===== config.mk =====
export PLATFORM = sky130hd
export DESIGN_NAME = vrm_mapper
export DESIGN_NICKNAME = d
export VERILOG_FILES = /design/src/vrm_pkg.sv /design/src/vrm_cmp.sv /design/src/vrm_mapper.sv
export SDC_FILE = /design/constraint.sdc
export NUM_CORES = 1
export LEC_CHECK = 0
export BUFFER_PORTS_ARGS = -buffer_cell sky130_fd_sc_hd__buf_2
export CORE_MARGIN = 5
export CORE_UTILIZATION = 56
export DETAILED_ROUTE_END_ITERATION = 8
export PLACE_DENSITY = 0.8
export SETUP_SLACK_MARGIN = 0.3
export SLEW_MARGIN = 40
export SYNTH_ARGS = -nofsm -noshare
export SYNTH_HDL_FRONTEND = slang
export SYNTH_HIERARCHICAL = 1
export SYNTH_SLANG_ARGS = --single-unit

===== constraint.sdc =====
create_clock -name clk -period 4.7 [get_ports clk]
set_clock_uncertainty 0.05 [all_clocks]
set_input_delay 0.705 -clock clk [delete_from_list [all_inputs] [get_ports clk]]
set_output_delay 0.705 -clock clk [all_outputs]
set_load 0.02 [all_outputs]

===== src/vrm_pkg.sv =====
// ---------------------------------------------------------------------------
// value register mapper: shared constants and types
// ---------------------------------------------------------------------------
package vrm_pkg;

  // ---------------------------------------------------------------------------
  // register byte offsets on the ahb-lite slave
  // ---------------------------------------------------------------------------
  localparam logic [7:0] CTRL_OFS      = 8'h00;  // channel function and enable
  localparam logic [7:0] FIELD_OFS     = 8'h04;  // bit count, offset, bit position
  localparam logic [7:0] ACT_OFS       = 8'h08;  // per-outcome actions
  localparam logic [7:0] OBJ_REF_OFS   = 8'h0c;  // object reference value
  localparam logic [7:0] REG_REF_OFS   = 8'h10;  // register reference value
  localparam logic [7:0] REGVAL_HI_OFS = 8'h14;  // field value on above
  localparam logic [7:0] REGVAL_EQ_OFS = 8'h18;  // field value on equal
  localparam logic [7:0] REGVAL_LO_OFS = 8'h1c;  // field value on below
  localparam logic [7:0] OBJVAL_HI_OFS = 8'h20;  // object value on above
  localparam logic [7:0] OBJVAL_EQ_OFS = 8'h24;  // object value on equal
  localparam logic [7:0] OBJVAL_LO_OFS = 8'h28;  // object value on below
  localparam logic [7:0] OBJVAL_ST_OFS = 8'h2c;  // object value on bit set
  localparam logic [7:0] OBJVAL_CL_OFS = 8'h30;  // object value on bit clear
  localparam logic [7:0] STATUS_OFS    = 8'h34;  // read only: image and outcome
  localparam int         CFG_WORDS     = 13;     // writable words before status

  // ---------------------------------------------------------------------------
  // field positions
  // ---------------------------------------------------------------------------
  localparam int CTRL_EN_BIT   = 0;   // channel enable
  localparam int CTRL_FUNC_LSB = 1;   // 2 bits, vrm_func_t
  localparam int CTRL_WIDE_BIT = 3;   // 1: 2-byte channel
  localparam int CTRL_FORM_LSB = 4;   // 2 bits, vrm_form_t
  localparam int CTRL_POS_LSB  = 6;   // 2 bits, vrm_pos_t
  localparam int FLD_OFS_LSB   = 0;   // 4 bits, field offset from lsb
  localparam int FLD_BIT_LSB   = 4;   // 4 bits, bit position in word
  localparam int FLD_CNT_LSB   = 8;   // 5 bits, field bit count
  localparam int ACT_HI_LSB    = 0;   // 2 bits, vrm_act_t on above
  localparam int ACT_EQ_LSB    = 2;   // 2 bits, on equal
  localparam int ACT_LO_LSB    = 4;   // 2 bits, on below
  localparam int SND_HI_BIT    = 6;   // send object value on above
  localparam int SND_EQ_BIT    = 7;   // send on equal
  localparam int SND_LO_BIT    = 8;   // send on below
  localparam int SND_ST_BIT    = 9;   // send when bit reads set
  localparam int SND_CL_BIT    = 10;  // send when bit reads clear
  localparam int STAT_OUT_LSB  = 16;  // 3 bits: below, equal, above

  // ---------------------------------------------------------------------------
  // reset values and fixed sizes
  // ---------------------------------------------------------------------------
  localparam logic [15:0] CTRL_RST  = 16'h0000;  // channel disabled
  localparam logic [15:0] FIELD_RST = 16'h0800;  // 8-bit field at offset 0
  localparam logic [15:0] CFG_RST   = 16'h0000;  // every other word
  localparam logic [4:0]  BYTE_BITS = 5'h08;     // width of a 1-byte value

  // ---------------------------------------------------------------------------
  // enumerations
  // ---------------------------------------------------------------------------
  typedef enum logic [1:0] {
    FN_CFG = 2'h0,  // configured value with thresholds
    FN_UNS = 2'h1,  // 1-byte unsigned direct transfer
    FN_SGN = 2'h2   // 1-byte signed direct transfer
  } vrm_func_t;

  typedef enum logic [1:0] {
    FM_BIT_REG  = 2'h0,  // whole bit register (coil)
    FM_BIT_WORD = 2'h1,  // single bit in word register
    FM_VAL_WORD = 2'h2   // value in a field of the word
  } vrm_form_t;

  typedef enum logic [1:0] {
    PS_LOW   = 2'h0,  // low byte
    PS_HIGH  = 2'h1,  // high byte
    PS_FIELD = 2'h2   // configured field
  } vrm_pos_t;

  typedef enum logic [1:0] {
    AC_NONE = 2'h0,  // no reaction
    AC_SET  = 2'h1,  // bit to 1, or write field value
    AC_CLR  = 2'h2   // bit to 0, or write field value
  } vrm_act_t;

endpackage

===== src/vrm_cmp.sv =====
`timescale 1ns/1ps
// ---------------------------------------------------------------------------
// three-way unsigned comparison of a value against its reference
// ---------------------------------------------------------------------------
module vrm_cmp #(
  parameter int WIDTH = 16
) (
  // operands
  input  wire logic [WIDTH-1:0] value,
  input  wire logic [WIDTH-1:0] ref_value,
  // outcome, exactly one is high
  output logic                  above,
  output logic                  equal,
  output logic                  below
);

  // exactly one outcome so that one action at most can follow
  always_comb begin
    above = value > ref_value;
    equal = value == ref_value;
    below = value < ref_value;
  end

endmodule


===== src/vrm_mapper.sv =====
`timescale 1ns/1ps
// Notes on behaviour
// - bit register: compare, then none/set/clear coil
// - coil set or clear: none or send value
// - bit in word: touch only configured bit
// - bit in word read: none or send value
// - value field: bit count and lsb offset
// - value field write: none or outcome's value
// - value field read: compare, none or send
// - unsigned byte: low, high or field
// - signed byte: low, high or offset field
// - 2-byte channel: same forms and actions
module vrm_mapper
  import vrm_pkg::*;
(
  // clock and reset
  input  wire logic        clk,
  input  wire logic        rst_b,
  // ahb-lite slave
  input  wire logic        hsel,
  input  wire logic [31:0] haddr,
  input  wire logic [1:0]  htrans,
  input  wire logic        hwrite,
  input  wire logic [2:0]  hsize,
  input  wire logic [31:0] hwdata,
  input  wire logic        hready,
  output logic             hreadyout,
  output logic             hresp,
  output logic [31:0]      hrdata,
  // group-object side
  input  wire logic        obj_rx_valid,
  input  wire logic [15:0] obj_rx_value,
  output logic             obj_tx_valid,
  output logic [15:0]      obj_tx_value,
  // modbus register image side
  input  wire logic        reg_rd_valid,
  input  wire logic [15:0] reg_rd_word,
  output logic             reg_wr_valid,
  output logic [15:0]      reg_wr_word
);

  // ---------------------------------------------------------------------------
  // declarations
  // ---------------------------------------------------------------------------
  logic [15:0] cfg_q [CFG_WORDS];  // configuration words
  logic        wr_pend_q;          // write data phase pending
  logic [3:0]  wr_idx_q;           // word index of pending write
  logic [15:0] image_q;            // last known register word
  logic [2:0]  outcome_q;          // last outcome: below, equal, above
  logic [15:0] img_d;              // image after a fieldbus event
  logic        wr_go, tx_go;       // an event leads to a write or a send
  logic [15:0] tx_d;               // object value to send
  logic [2:0]  out_d;              // outcome of this cycle
  logic        addr_ok;            // address phase accepted
  logic [3:0]  rd_idx;             // word index of read
  logic [31:0] rd_word;            // read data before the flop
  logic        en;                 // channel enabled
  vrm_func_t   func;               // channel function
  vrm_form_t   form;               // mapping form
  vrm_pos_t    pos;                // byte position
  logic        wide;               // 2-byte channel
  logic [3:0]  fld_ofs, bit_pos;   // field offset, single bit position
  logic [4:0]  fld_cnt;            // field bit count
  logic [15:0] act_w;              // action word
  logic [15:0] obj_v, obj_ref;     // received value and reference, width applied
  logic [15:0] fld_v;              // field pulled from the read word
  logic        oa, oe, ob, ra, re, rb;  // object and register comparison outcomes
  vrm_act_t    act;                // action chosen for object outcome
  logic        rd_bit;             // coil or word bit as read

  // ---------------------------------------------------------------------------
  // field helpers
  // ---------------------------------------------------------------------------
  // mask of cnt ones at off; the 17-bit shift keeps a 16-bit field legal
  function automatic logic [15:0] fmask(input logic [4:0] cnt, input logic [3:0] off);
    logic [16:0] m;
    m = (17'h00001 << cnt) - 17'h00001;
    return m[15:0] << off;
  endfunction
  // put val into the field, leave every other bit alone
  function automatic logic [15:0] finsert(input logic [15:0] w, input logic [15:0] val,
                                          input logic [4:0] cnt, input logic [3:0] off);
    return (w & ~fmask(cnt, off)) | ((val << off) & fmask(cnt, off));
  endfunction
  // pull the field down to bit 0
  function automatic logic [15:0] fextract(input logic [15:0] w, input logic [4:0] cnt,
                                           input logic [3:0] off);
    return (w >> off) & fmask(cnt, 4'h0);
  endfunction

  // ---------------------------------------------------------------------------
  // configuration decode
  // ---------------------------------------------------------------------------
  always_comb begin
    en      = cfg_q[CTRL_OFS[5:2]][CTRL_EN_BIT];
    func    = vrm_func_t'(cfg_q[CTRL_OFS[5:2]][CTRL_FUNC_LSB +: 2]);
    wide    = cfg_q[CTRL_OFS[5:2]][CTRL_WIDE_BIT];
    form    = vrm_form_t'(cfg_q[CTRL_OFS[5:2]][CTRL_FORM_LSB +: 2]);
    pos     = vrm_pos_t'(cfg_q[CTRL_OFS[5:2]][CTRL_POS_LSB +: 2]);
    fld_ofs = cfg_q[FIELD_OFS[5:2]][FLD_OFS_LSB +: 4];
    bit_pos = cfg_q[FIELD_OFS[5:2]][FLD_BIT_LSB +: 4];
    fld_cnt = cfg_q[FIELD_OFS[5:2]][FLD_CNT_LSB +: 5];
    act_w   = cfg_q[ACT_OFS[5:2]];
  end

  // ---------------------------------------------------------------------------
  // comparisons
  // ---------------------------------------------------------------------------
  // a 1-byte channel sees only the low byte of value and reference
  always_comb begin
    obj_v   = wide ? obj_rx_value : {8'h00, obj_rx_value[7:0]};
    obj_ref = wide ? cfg_q[OBJ_REF_OFS[5:2]] : {8'h00, cfg_q[OBJ_REF_OFS[5:2]][7:0]};
    fld_v   = fextract(reg_rd_word, fld_cnt, fld_ofs);
  end
  // object value against object reference
  vrm_cmp #(.WIDTH(16)) u_obj_cmp (
    .value     (obj_v),
    .ref_value (obj_ref),
    .above     (oa),
    .equal     (oe),
    .below     (ob)
  );
  // extracted field against register reference
  vrm_cmp #(.WIDTH(16)) u_reg_cmp (
    .value     (fld_v),
    .ref_value (cfg_q[REG_REF_OFS[5:2]]),
    .above     (ra),
    .equal     (re),
    .below     (rb)
  );

  // ---------------------------------------------------------------------------
  // fieldbus to modbus
  // ---------------------------------------------------------------------------
  // one received value gives one evaluation and at most one write
  always_comb begin
    wr_go = 1'b0;
    img_d = image_q;
    out_d = outcome_q;
    // exactly one outcome is high, so one action is chosen
    act   = vrm_act_t'(oa ? act_w[ACT_HI_LSB +: 2] :
                       oe ? act_w[ACT_EQ_LSB +: 2] : act_w[ACT_LO_LSB +: 2]);
    if (en && obj_rx_valid) begin
      case (func)
        FN_CFG: begin
          out_d = {ob, oe, oa};
          case (form)
            FM_BIT_REG: begin
              // coil image is the whole word, 1 or 0
              if (act == AC_SET || act == AC_CLR) begin
                img_d = {15'h0000, act == AC_SET};
                wr_go = 1'b1;
              end
            end
            FM_BIT_WORD: begin
              if (act == AC_SET || act == AC_CLR) begin
                img_d[bit_pos] = (act == AC_SET);
                wr_go          = 1'b1;
              end
            end
            FM_VAL_WORD: begin
              // any non-zero action writes this outcome's own value
              if (act != AC_NONE) begin
                wr_go = 1'b1;
                if (oa) begin
                  img_d = finsert(image_q, cfg_q[REGVAL_HI_OFS[5:2]], fld_cnt, fld_ofs);
                end else if (oe) begin
                  img_d = finsert(image_q, cfg_q[REGVAL_EQ_OFS[5:2]], fld_cnt, fld_ofs);
                end else begin
                  img_d = finsert(image_q, cfg_q[REGVAL_LO_OFS[5:2]], fld_cnt, fld_ofs);
                end
              end
            end
            default: wr_go = 1'b0;  // unknown form: no reaction
          endcase
        end
        FN_UNS, FN_SGN: begin
          // signed values move as their raw two's complement byte
          wr_go = 1'b1;
          case (pos)
            PS_LOW:   img_d[7:0]  = obj_rx_value[7:0];
            PS_HIGH:  img_d[15:8] = obj_rx_value[7:0];
            PS_FIELD: img_d = finsert(image_q, {8'h00, obj_rx_value[7:0]},
                                      (func == FN_SGN) ? BYTE_BITS : fld_cnt, fld_ofs);
            default:  wr_go = 1'b0;
          endcase
        end
        default: wr_go = 1'b0;
      endcase
    end
  end

  // ---------------------------------------------------------------------------
  // modbus to fieldbus
  // ---------------------------------------------------------------------------
  // one read word gives one evaluation and at most one send
  always_comb begin
    tx_go  = 1'b0;
    tx_d   = 16'h0000;
    rd_bit = (form == FM_BIT_REG) ? reg_rd_word[0] : reg_rd_word[bit_pos];
    if (en && reg_rd_valid) begin
      case (func)
        FN_CFG: begin
          if (form == FM_VAL_WORD) begin
            if (ra) begin
              tx_go = act_w[SND_HI_BIT];
              tx_d  = cfg_q[OBJVAL_HI_OFS[5:2]];
            end else if (re) begin
              tx_go = act_w[SND_EQ_BIT];
              tx_d  = cfg_q[OBJVAL_EQ_OFS[5:2]];
            end else begin
              tx_go = act_w[SND_LO_BIT];
              tx_d  = cfg_q[OBJVAL_LO_OFS[5:2]];
            end
          end else if (rd_bit) begin
            tx_go = act_w[SND_ST_BIT];
            tx_d  = cfg_q[OBJVAL_ST_OFS[5:2]];
          end else begin
            tx_go = act_w[SND_CL_BIT];
            tx_d  = cfg_q[OBJVAL_CL_OFS[5:2]];
          end
          if (!wide) begin
            tx_d[15:8] = 8'h00;
          end
        end
        FN_UNS, FN_SGN: begin
          tx_go = 1'b1;
          case (pos)
            PS_LOW:   tx_d = {8'h00, reg_rd_word[7:0]};
            PS_HIGH:  tx_d = {8'h00, reg_rd_word[15:8]};
            PS_FIELD: tx_d = fextract(reg_rd_word,
                                      (func == FN_SGN) ? BYTE_BITS : fld_cnt, fld_ofs);
            default:  tx_go = 1'b0;
          endcase
          // signed values leave sign-extended to 16 bits
          if (func == FN_SGN) begin
            tx_d[15:8] = {8{tx_d[7]}};
          end
        end
        default: tx_go = 1'b0;
      endcase
    end
  end

  // ---------------------------------------------------------------------------
  // register image and outcome
  // ---------------------------------------------------------------------------
  // a same-cycle write is built on the old image and wins over the read
  always_ff @(posedge clk or negedge rst_b) begin
    if (!rst_b) begin
      image_q   <= 16'h0000;
      outcome_q <= 3'h0;
    end else begin
      outcome_q <= out_d;
      if (wr_go) begin
        image_q <= img_d;
      end else if (en && reg_rd_valid) begin
        image_q <= reg_rd_word;
      end
    end
  end

  // ---------------------------------------------------------------------------
  // outputs to both sides
  // ---------------------------------------------------------------------------
  always_ff @(posedge clk or negedge rst_b) begin
    if (!rst_b) begin
      reg_wr_valid <= 1'b0;
      reg_wr_word  <= 16'h0000;
      obj_tx_valid <= 1'b0;
      obj_tx_value <= 16'h0000;
    end else begin
      reg_wr_valid <= wr_go;
      obj_tx_valid <= tx_go;
      if (wr_go) begin
        reg_wr_word <= img_d;
      end
      if (tx_go) begin
        obj_tx_value <= tx_d;
      end
    end
  end

  // ---------------------------------------------------------------------------
  // ahb-lite slave
  // ---------------------------------------------------------------------------
  // zero wait states; only whole-word writes are stored
  always_comb begin
    addr_ok   = hsel && htrans[1] && hready;
    rd_idx    = haddr[5:2];
    hreadyout = 1'b1;
    hresp     = 1'b0;
    rd_word   = 32'h0000_0000;
    if (haddr[7:6] == 2'h0) begin
      if (rd_idx < 4'(CFG_WORDS)) begin
        // forward a write whose data phase is now, else read old value
        if (wr_pend_q && wr_idx_q == rd_idx) begin
          rd_word = {16'h0000, hwdata[15:0]};
        end else begin
          rd_word = {16'h0000, cfg_q[rd_idx]};
        end
      end else if (rd_idx == STATUS_OFS[5:2]) begin
        rd_word = {13'h0000, outcome_q, image_q};
      end
    end
  end
  // address phase capture
  always_ff @(posedge clk or negedge rst_b) begin
    if (!rst_b) begin
      wr_pend_q <= 1'b0;
      wr_idx_q  <= 4'h0;
      hrdata    <= 32'h0000_0000;
    end else begin
      wr_pend_q <= addr_ok && hwrite && hsize == 3'h2 && haddr[7:6] == 2'h0 &&
                   haddr[5:2] < 4'(CFG_WORDS);
      if (addr_ok) begin
        wr_idx_q <= haddr[5:2];
        hrdata   <= hwrite ? 32'h0000_0000 : rd_word;
      end
    end
  end
  // data phase commit; bits above 15 are dropped
  always_ff @(posedge clk or negedge rst_b) begin
    if (!rst_b) begin
      for (int i = 0; i < CFG_WORDS; i++) begin
        cfg_q[i] <= CFG_RST;
      end
      cfg_q[CTRL_OFS[5:2]]  <= CTRL_RST;
      cfg_q[FIELD_OFS[5:2]] <= FIELD_RST;
    end else if (wr_pend_q) begin
      cfg_q[wr_idx_q] <= hwdata[15:0];
    end
  end
endmodule


-- Word level (Yosys, flattened, before mapping)
Cells that the tools add are included.
- add/subtract/negate cells: 2
- mux-type cells: 55
- div/mod/pow operators: 0
- $lt $le $gt $ge: 9
- equal/unequal tests: 13
- shift operators: 9
- bitwise operators: 16
- reduce and logical (&&, ||, !) cells: 22
- $mul: 0
- operator list (kind ; count):
    $mux W16 ; 19
    $bwmux W208 ; 1
    $and A16 B16 Y16 ; 8
    $mux W32 ; 3
    $pmux W16 S3 ; 2
    $shl A16 B4 Y16 ; 5
    $bmux W16 S4 ; 1
    $demux W16 S4 ; 1
    $or A16 B16 Y16 ; 4
    $pmux W16 S2 ; 2
    $eq A16 B16 Y1 ; 2
    $gt A16 B16 Y1 ; 2
    $not A16 Y16 ; 2
    $pmux W8 S2 ; 2
    $shl A1 B5 Y16 const A ; 2
    $sub A16 B1 Y16 const B ; 2
    $mux W19 ; 1
    $bwmux W16 ; 1
    $lt A16 B16 Y1 ; 1
    $mux W8 ; 2
    $shl A8 B4 Y16 ; 1
    $shr A16 B4 Y16 ; 1
    $mux W1 ; 12
    $logic_and A1 B1 Y1 ; 11
    other kinds (22) ; 38
- bits in latches: 0
- logic and storage cells: 148
- memories kept: 0
- bits in writable memories: 0
- register bits after elaboration: 298
- output and inout port bits: 68
- ROM bits: 0
- input port bits: 108

-- Longest topological paths before layout
Gate-level depths: netlist (run 1).
- depth in word-level cells: 13
- gate-level depth with buffers: 26
- mapped depth without buffers: 20

-- Cells and area by module
Netlist (run 1), hierarchy kept.
- by module, submodules not included (module ; cells each ; area each (µm²) ; times used):
    vrm_mapper ; 2048 ; 20171.8 ; 1
    vrm_cmp ; 58 ; 412.9 ; 2

-- Worst setup path before layout (run 1)
No wires, ideal clock.
- kind: register -> register
- from: reg cfg_q[195] (netlist name)
- to: reg image_q[12]
- setup slack: -0.176 ns
- cell stages (with the launch flop): 22
- setup time: 0.144 ns
- buffers on the path: 4
- required time: 4.506 ns
- arrival time: 4.682 ns
- path through: dfrtp_1 -> clkbuf_1 -> clkbuf_1 -> and2_1 -> inv_1 -> ha_1 -> nand4_2 -> a2111o_1 -> a31oi_1 -> clkbuf_1 -> clkbuf_1 -> nand2_1 -> o21a_1 -> ha_1 -> nor3b_1 -> a21oi_1 -> o21ai_0 -> nand2_1 -> a311o_1 -> nor4_1 -> o31a_1 -> a32oi_1
- RTL lines (element ; line ; RTL):
    start: declaration ; vrm_mapper.sv:45 ; logic [15:0] cfg_q [CFG_WORDS];
    start signal: indexed assignment ; vrm_mapper.sv:331 ; cfg_q[wr_idx_q] <= hwdata[15:0];
    $mux W16 (*) ; vrm_mapper.sv:112 ; obj_ref = wide ? cfg_q[OBJ_REF_OFS[5:2]] : {8'h00, cfg_q[OBJ_REF_OFS[5:2]][7:0]};
    named net obj_ref[14] ; vrm_mapper.sv:65 ; logic [15:0] obj_v, obj_ref;
    $gt A16 B16 Y1 (*) ; vrm_cmp.sv:19 ; above = value > ref_value;
    named net oa ; vrm_mapper.sv:67 ; logic oa, oe, ob, ra, re, rb;
    $mux W2 ; vrm_mapper.sv:141 ; act = vrm_act_t'(oa ? act_w[ACT_HI_LSB +: 2] :
    $eq A2 B1 Y1 or $eq A2 B2 Y1 (tied branches) ; vrm_mapper.sv:150, vrm_mapper.sv:156, vrm_mapper.sv:157 ;
    $bwmux W16 or $logic_or A1 B1 Y1 (tied branches) ; vrm_mapper.sv:157, vrm_mapper.sv:150, vrm_mapper.sv:156 ;
    $mux W16 (tied with other cells) ; vrm_mapper.sv:156 ; if (act == AC_SET || act == AC_CLR) begin
    $pmux W16 S3 or $pmux W1 S2 (tied branches) ; vrm_mapper.sv:147 ; case (form)
    $pmux W16 S2 or $pmux W1 S2 (tied branches) ; vrm_mapper.sv:144 ; case (func)
    $mux W16 or $mux W1 (tied branches) ; vrm_mapper.sv:143 ; if (en && obj_rx_valid) begin
    $mux W16 or $reduce_bool A2 Y1 (tied branches) ; - ;
    end signal: assignment ; vrm_mapper.sv:256 ; image_q <= img_d;
    end signal: assignment ; vrm_mapper.sv:258 ; image_q <= reg_rd_word;
    end: declaration ; vrm_mapper.sv:48 ; logic [15:0] image_q;
The timed path passes the listed nets; every way through them passes the cells marked *.
A chain may end at the register's enable or synchronous reset.

-- Worst setup path in the final report (run 1)
- from: reg cfg_q[195] (netlist name)
- to: reg image_q[15]
- cells in the longest elaborated chain, start to end: 11
- RTL lines (element ; line ; RTL):
    $mux W16 (*) ; vrm_mapper.sv:112 ;
    named net obj_ref[13] ; vrm_mapper.sv:65 ;
    $eq A16 B16 Y1 (*) ; vrm_cmp.sv:20 ; equal = value == ref_value;
    named net oe ; vrm_mapper.sv:67 ;
    $mux W2 ; vrm_mapper.sv:142 ; oe ? act_w[ACT_EQ_LSB +: 2] : act_w[ACT_LO_LSB +: 2]);
    $mux W2 ; vrm_mapper.sv:141 ;
    $eq A2 B1 Y1 or $eq A2 B2 Y1 (tied branches) ; vrm_mapper.sv:150, vrm_mapper.sv:156, vrm_mapper.sv:157 ;
    $bwmux W16 or $logic_or A1 B1 Y1 (tied branches) ; vrm_mapper.sv:157, vrm_mapper.sv:150, vrm_mapper.sv:156 ;
    $mux W16 (tied with other cells) ; vrm_mapper.sv:156 ;
    $pmux W16 S3 or $pmux W1 S2 (tied branches) ; vrm_mapper.sv:147 ;
    $pmux W16 S2 or $pmux W1 S2 (tied branches) ; vrm_mapper.sv:144 ;
    $mux W16 or $mux W1 (tied branches) ; vrm_mapper.sv:143 ;
    $mux W16 or $reduce_bool A2 Y1 (tied branches) ; - ;
Marks and branches as above.

==> results of run 1 <==
## area by class of cell
type | count | area [um^2]
repair buffers | 391 | 3020
flip-flops and latches | 285 | 7140
inverters | 55 | 218
diodes | 3 | 7.51
well taps | 474 | 593
clock inverters | 17 | 180
clock buffers | 36 | 802
fillers | 2714 | 11700
multi-input cells | 1635 | 13600
## critical path, stage by stage (launching register included)
cell	delay [ns]
dfrtp_2	0.47
clkbuf_16	0.18
and2_1	0.14
inv_2	0.07
ha_4	0.28
nand4_4	0.17
nor4_4	0.33
buf_6	0.20
mux2i_1	0.24
nor2_1	0.08
a21oi_2	0.22
ha_4	0.18
buf_12	0.14
nor3_1	0.08
buf_4	0.19
buf_4	0.15
a21bo_2	0.19
a21oi_2	0.05
nor4_1	0.53
buf_4	0.24
nor4_4	0.05
a311oi_1	0.28
## layer usage
metal,wire length [um],GRT usage (%)
met1,34800,58.1
met5,0,0
met2,40000,62.9
met3,12000,11.3
met4,7060,22.1
## power groups by stage
stage | registers (mW) | logic, mW | clock network (mW)
after CTS | 2.83 | 1.85 | 2.42
after floorplan | 2.86 | 0.942 | 0
after global routing | 2.86 | 2.14 | 2.54
after detailed placement | 2.87 | 1.78 | 0
final | 2.86 | 2.07 | 2.44
after global placement | 2.86 | 1.75 | 0
## per-stage QoR
| stage | setup WS, ns | std cells |
|---|---|---|
| after floorplan | 0.303 | 2176 |
| after global placement | -0.0742 | 2776 |
| after detailed placement | -0.245 | 2780 |
| after CTS | 0.219 | 2858 |
| after global routing | 0.0160 | 2893 |
| final | 0.0661 | 2896 |
## final timing paths
| kind | to | slack [ns] | startpoint |
|---|---|---|---|
| max in group asynchronous | cfg_q[6]$_DFFE_PN0P_ | 3.51 | rst_b |
| worst max register to register | image_q[15]$_DFFE_PN0P_ | 0.07 | cfg_q[195]$_DFFE_PN0P_ |
| min in group clk | wr_pend_q$_DFF_PN0_ | 0.30 | haddr[6] |
| worst max-delay path | image_q[15]$_DFFE_PN0P_ | 0.07 | cfg_q[195]$_DFFE_PN0P_ |
| worst min register to register | reg_wr_word[8]$_DFFE_PN0P_ | 0.44 | reg_wr_word[8]$_DFFE_PN0P_ |
| worst min-delay path | reg_wr_word[9]$_DFFE_PN0P_ | -0.01 | rst_b |
## registers in the layout, summed over array words and instances (netlist names)
signal and flops:
cfg_q 188, hrdata 19, act_w 16, image_q 16, obj_tx_value 16, reg_wr_word 16
bit_pos 4, wr_idx_q 4, outcome_q 3, obj_tx_valid 1, reg_wr_valid 1, wr_pend_q 1
## timing repair
| item | CTS | global route |
|---|---|---|
| setup endpoints to repair | 49 | 47 |
| cloned | 3 | 5 |
| endpoints found under the hold margin | 0 | 0 |
| buffers inserted | 22 | 28 |
| pin swaps | 27 | 55 |
| resized for setup | 71 | 131 |
==> impl_metrics.tcl, run 1 <==
set metrics [dict create \
    cts_root_buf "clkbuf_16" \
    fin_setup_tns_ns 0 \
    tightest_slew_ns 0.898 \
    antenna_found_initial 4 \
    final_util_pct 68.5 \
    rr_worst_depth 21 \
    maxCapViolCount 0 \
    die_h_um 204 \
    grt_pass1_vias 20100 \
    drt_iter0_drc 3218 \
    yosysWarnings 6 \
    violations "negative hold slack" \
    setup_viol 0 \
    htree_num_levels 1 \
    p_switching_mw 2.56 \
    finalWirelength_mm 93.8 \
    cts.sink_count 285 \
    die_w_um 204 \
    ant_nets 0 \
    syn_area_um2 21000 \
    final_cell_mix "280 x dfrtp_1, 229 x buf_4, 227 x mux2_2" \
    cts_tree "built" \
    stdcell_area_um2 25600 \
    core_area_um2 37300 \
    port_buffers 117 \
    post-route-period-util_pct 98.6 \
    start_kind "flip-flop" \
    holdBufCountCts 0 \
    grt_max_degree 104 \
    clkTransAtPathRegs_ns 0.08 \
    drive_gt1_share_pct 38.3 \
    critPathKind "reg -> reg" \
    total_power_mw 7.37 \
    hold_violations 15 \
    switching_share_pct 34.8 \
    hold_class "in -> async" \
    critPathRequiredTime_ns 5.13 \
    start_util_pct 56.3 \
    syn2layout_area_growth_pct 21.8 \
    cts.path.max_buffers 3 \
    rsz0062_at_grt "yes" \
    p_per_area_nw_per_um2 288 \
    clkPwrFrac_pct 33.2 \
    syn_area_per_cell_um2 9.70 \
    status "finished, violations left" \
    avgViaCountPerCell 7.27 \
    synthCells 2163 \
    crit_arrival_ns 5.07 \
    final_nets 2548 \
    period_needed_ns 4.63 \
    wl_per_cell_um 32.4 \
    p_int_mw 4.80 \
    maxSlewViolCount 0 \
    firstDrtPassIters 6 \
    via_count 21000 \
    die_area_um2 41500 \
    slew_headroom_pct 40.1 \
    hpwl_mm 66.0 \
    drc 0 \
    grt_pass1_wl_mm 133 \
    dpl-instance-area_um2 23100 \
    hold_ws_ns -0.0136 \
    gp_congestion 1.05 \
    rows 71 \
    cts_made_buffers 29 \
    fmax_mhz 216 \
    insertion_delay_ns 0.58 \
    vdd_drop_max_mv 0.280 \
    layout_commonest_cell "dfrtp_1" \
    grt_overflow_total 0 \
    cp_max_fo 7 \
    crit_path_end_kind "flip-flop" \
    p_leak_nw 11.3 \
    io_pins 176 \
    power_frac_seq_pct 38.8 \
    track_usage_pct 42.6 \
    p_comb_share_pct 28.1 \
]
Power figures use the tool's default switching activity.
==> run 2: changes to the inputs <==
==> constraint.sdc (replaced) <==
create_clock -name clk -period 4.7 [get_ports clk]
set_clock_uncertainty 0.05 [all_clocks]
set_input_delay 0 -clock clk [delete_from_list [all_inputs] [get_ports clk]]
set_output_delay 0 -clock clk [all_outputs]
set_load 0.02 [all_outputs]
==> run 2 against run 1 <==
The flow now finishes without violations; utilization is 0.45 points lower; combinational power is 5% lower; worst setup slack better by 0.18 ns; sequential power hardly changed; first-iteration DRC count is 14% lower; global-route usage is 0.22 points lower; flip-flop and latch count stayed put; die area stayed put; via count is 1.3% lower; largest power group unchanged; highest routed layer unchanged.
==> impl_metrics.tcl, run 2 (synthesis results as in run 1) <==
set metrics [dict create \
    p_leak_nw 11.0 \
    largest_reg_flops 188 \
    period_needed_ns 4.46 \
    tightest_slew_ns 0.968 \
    via_count 20800 \
    hpwl_mm 65.4 \
    largest_registers "cfg_q (188), hrdata (19)" \
    die_w_um 204 \
    grt_pass1_wl_mm 132 \
    p_per_area_nw_per_um2 292 \
    cp_max_fo 16 \
    maxCapViolCount 0 \
    crit_path_end_kind "flip-flop" \
    fmax_mhz 224 \
    insertion_delay_ns 0.63 \
    drt_iter0_drc 2781 \
    track_usage_pct 42.4 \
    layout_commonest_cell "dfrtp_1" \
    start_kind "flip-flop" \
    rows 71 \
    post-route-period-util_pct 94.8 \
    crit_arrival_ns 4.90 \
    port_buffers 117 \
    finalWirelength_mm 93.6 \
    clkTransAtPathRegs_ns 0.06 \
    avgViaCountPerCell 7.21 \
    dpl-instance-area_um2 22500 \
    top_register "cfg_q" \
    final_nets 2531 \
    regArea_um2 7140 \
    cts_root_buf "clkbuf_16" \
    start_util_pct 56.3 \
    cts_made_buffers 31 \
    maxSlewViolCount 0 \
    cts.path.max_buffers 3 \
    syn2layout_area_growth_pct 21.0 \
    io_pins 176 \
    rsz0062_at_grt "yes" \
    antenna_found_initial 2 \
    drc 0 \
    vdd_drop_max_mv 0.331 \
    setup_viol 0 \
    ant_nets 0 \
    die_area_um2 41500 \
    nFillCells 2727 \
    die_h_um 204 \
    multiInputGateArea_um2 13500 \
    drive_gt1_share_pct 33.8 \
    hold_violations 0 \
    total_power_mw 7.41 \
    gp_congestion 1.03 \
    wl_per_cell_um 32.5 \
    cts.sink_count 285 \
    htree_num_levels 1 \
    stdcell_count 2879 \
    critPathRequiredTime_ns 5.14 \
    final_cell_mix "280 x dfrtp_1, 227 x mux2_2, 175 x nand2_1" \
    cts_tree "built" \
    stdcell_area_um2 25400 \
    hold_class "in -> reg" \
    critPathKind "reg -> reg" \
    firstDrtPassIters 8 \
    core_area_um2 37300 \
    dp.cells 2702 \
    grt_pass1_vias 19800 \
    slew_headroom_pct 35.3 \
    grt_max_degree 129 \
    grt_overflow_total 0 \
    status "completed" \
]
run 2: cell types whose count changed in the layout (fill, tap and decap cells not counted), moves of 5 or more:
cell / before / now
buf_4: 229 / 164
o21ai_1: 20 / 15
dlygate4sd3_1: 0 / 65
and2_4: 14 / 5
nand2_2: 9 / 3
nand2_1: 166 / 175
o21ai_0: 108 / 117
buf_6: 21 / 12
and2_1: 15 / 24
run 2: what timing repair did:
| item | 4_1_cts | 5_1_grt |
|---|---|---|
| setup buffers | 10 | 39 |
| hold endpoints to repair | 355 | 44 |
| pin swaps | 16 | 40 |
| resized for setup | 32 | 112 |
| hold buffers | 64 | 1 |
| endpoints found under the setup margin | 48 | 46 |
| cloned | 0 | 3 |
run 2: cell type report:
type,instances,area share (%)
flip-flops and latches,285,28.1
diodes,3,0.0296
multi-input cells,1635,53.1
well taps,474,2.34
clock buffers,42,3.49
inverters,55,0.838
clock inverters,13,0.655
repair buffers,372,11.4
run 2: final timing paths:
check                      cells past startpoint  slack (ns)                        start                          end
max in group asynchronous                      4        3.15                        rst_b        cfg_q[79]$_DFFE_PN0P_
min reg2reg                                    2        0.43  obj_tx_value[0]$_DFFE_PN0P_  obj_tx_value[0]$_DFFE_PN0P_
min in group asynchronous                      3        0.38                        rst_b   reg_wr_word[5]$_DFFE_PN0P_
min                                            4        0.05                 reg_rd_valid       image_q[6]$_DFFE_PN0P_
max                                           22        0.24       cfg_q[184]$_DFFE_PN0P_  obj_tx_value[6]$_DFFE_PN0P_
max reg2reg                                   22        0.24       cfg_q[184]$_DFFE_PN0P_  obj_tx_value[6]$_DFFE_PN0P_
run 2: per-layer routing:
layer	track usage, %	vias up	routed length, um
li1	-	8523	-
met1	55.2	10200	33800
met2	64.0	1617	40500
met3	12.3	436	11800
met4	23.5	0	7530
met5	0	-	0
run 2: worst max-delay path: stages (launching register included):
cell and delay, ns:
dfrtp_1 0.38, or4_4 0.57, nor2_4 0.12, inv_2 0.05, ha_4 0.17, nor4b_4 0.13
a31oi_1 0.23, nand2_1 0.12, and3_4 0.20, ha_4 0.15, a21oi_1 0.19, nor2_1 0.07
a211oi_1 0.42, a31oi_4 0.20, buf_4 0.18, buf_6 0.11, buf_4 0.14, clkbuf_16 0.18
nand2_1 0.06, o21ai_0 0.08, nand2_1 0.07, o221ai_1 0.15, mux2_4 0.31
run 2: power breakdown:
group	leakage (nW)	switching, mW	internal [mW]
Clock	0.519	1.10	1.49
Combinational	6.87	1.23	0.744
Sequential	3.66	0.237	2.61
run 2: stage by stage:
stage | hold slack [ns] | setup TNS (ns) | util [%] | setup slack [ns]
floorplan | -0.346 | 0 | - | 0.312
global placement | 0.0584 | 0 | 60.3 | 0.0934
detailed placement | 0.0745 | -0.00122 | 60.4 | -0.00122
CTS | 0.0320 | 0 | 65.5 | 0.308
global route | 0.0560 | 0 | 68.1 | 0.0553
finish | 0.0535 | 0 | 68.1 | 0.243
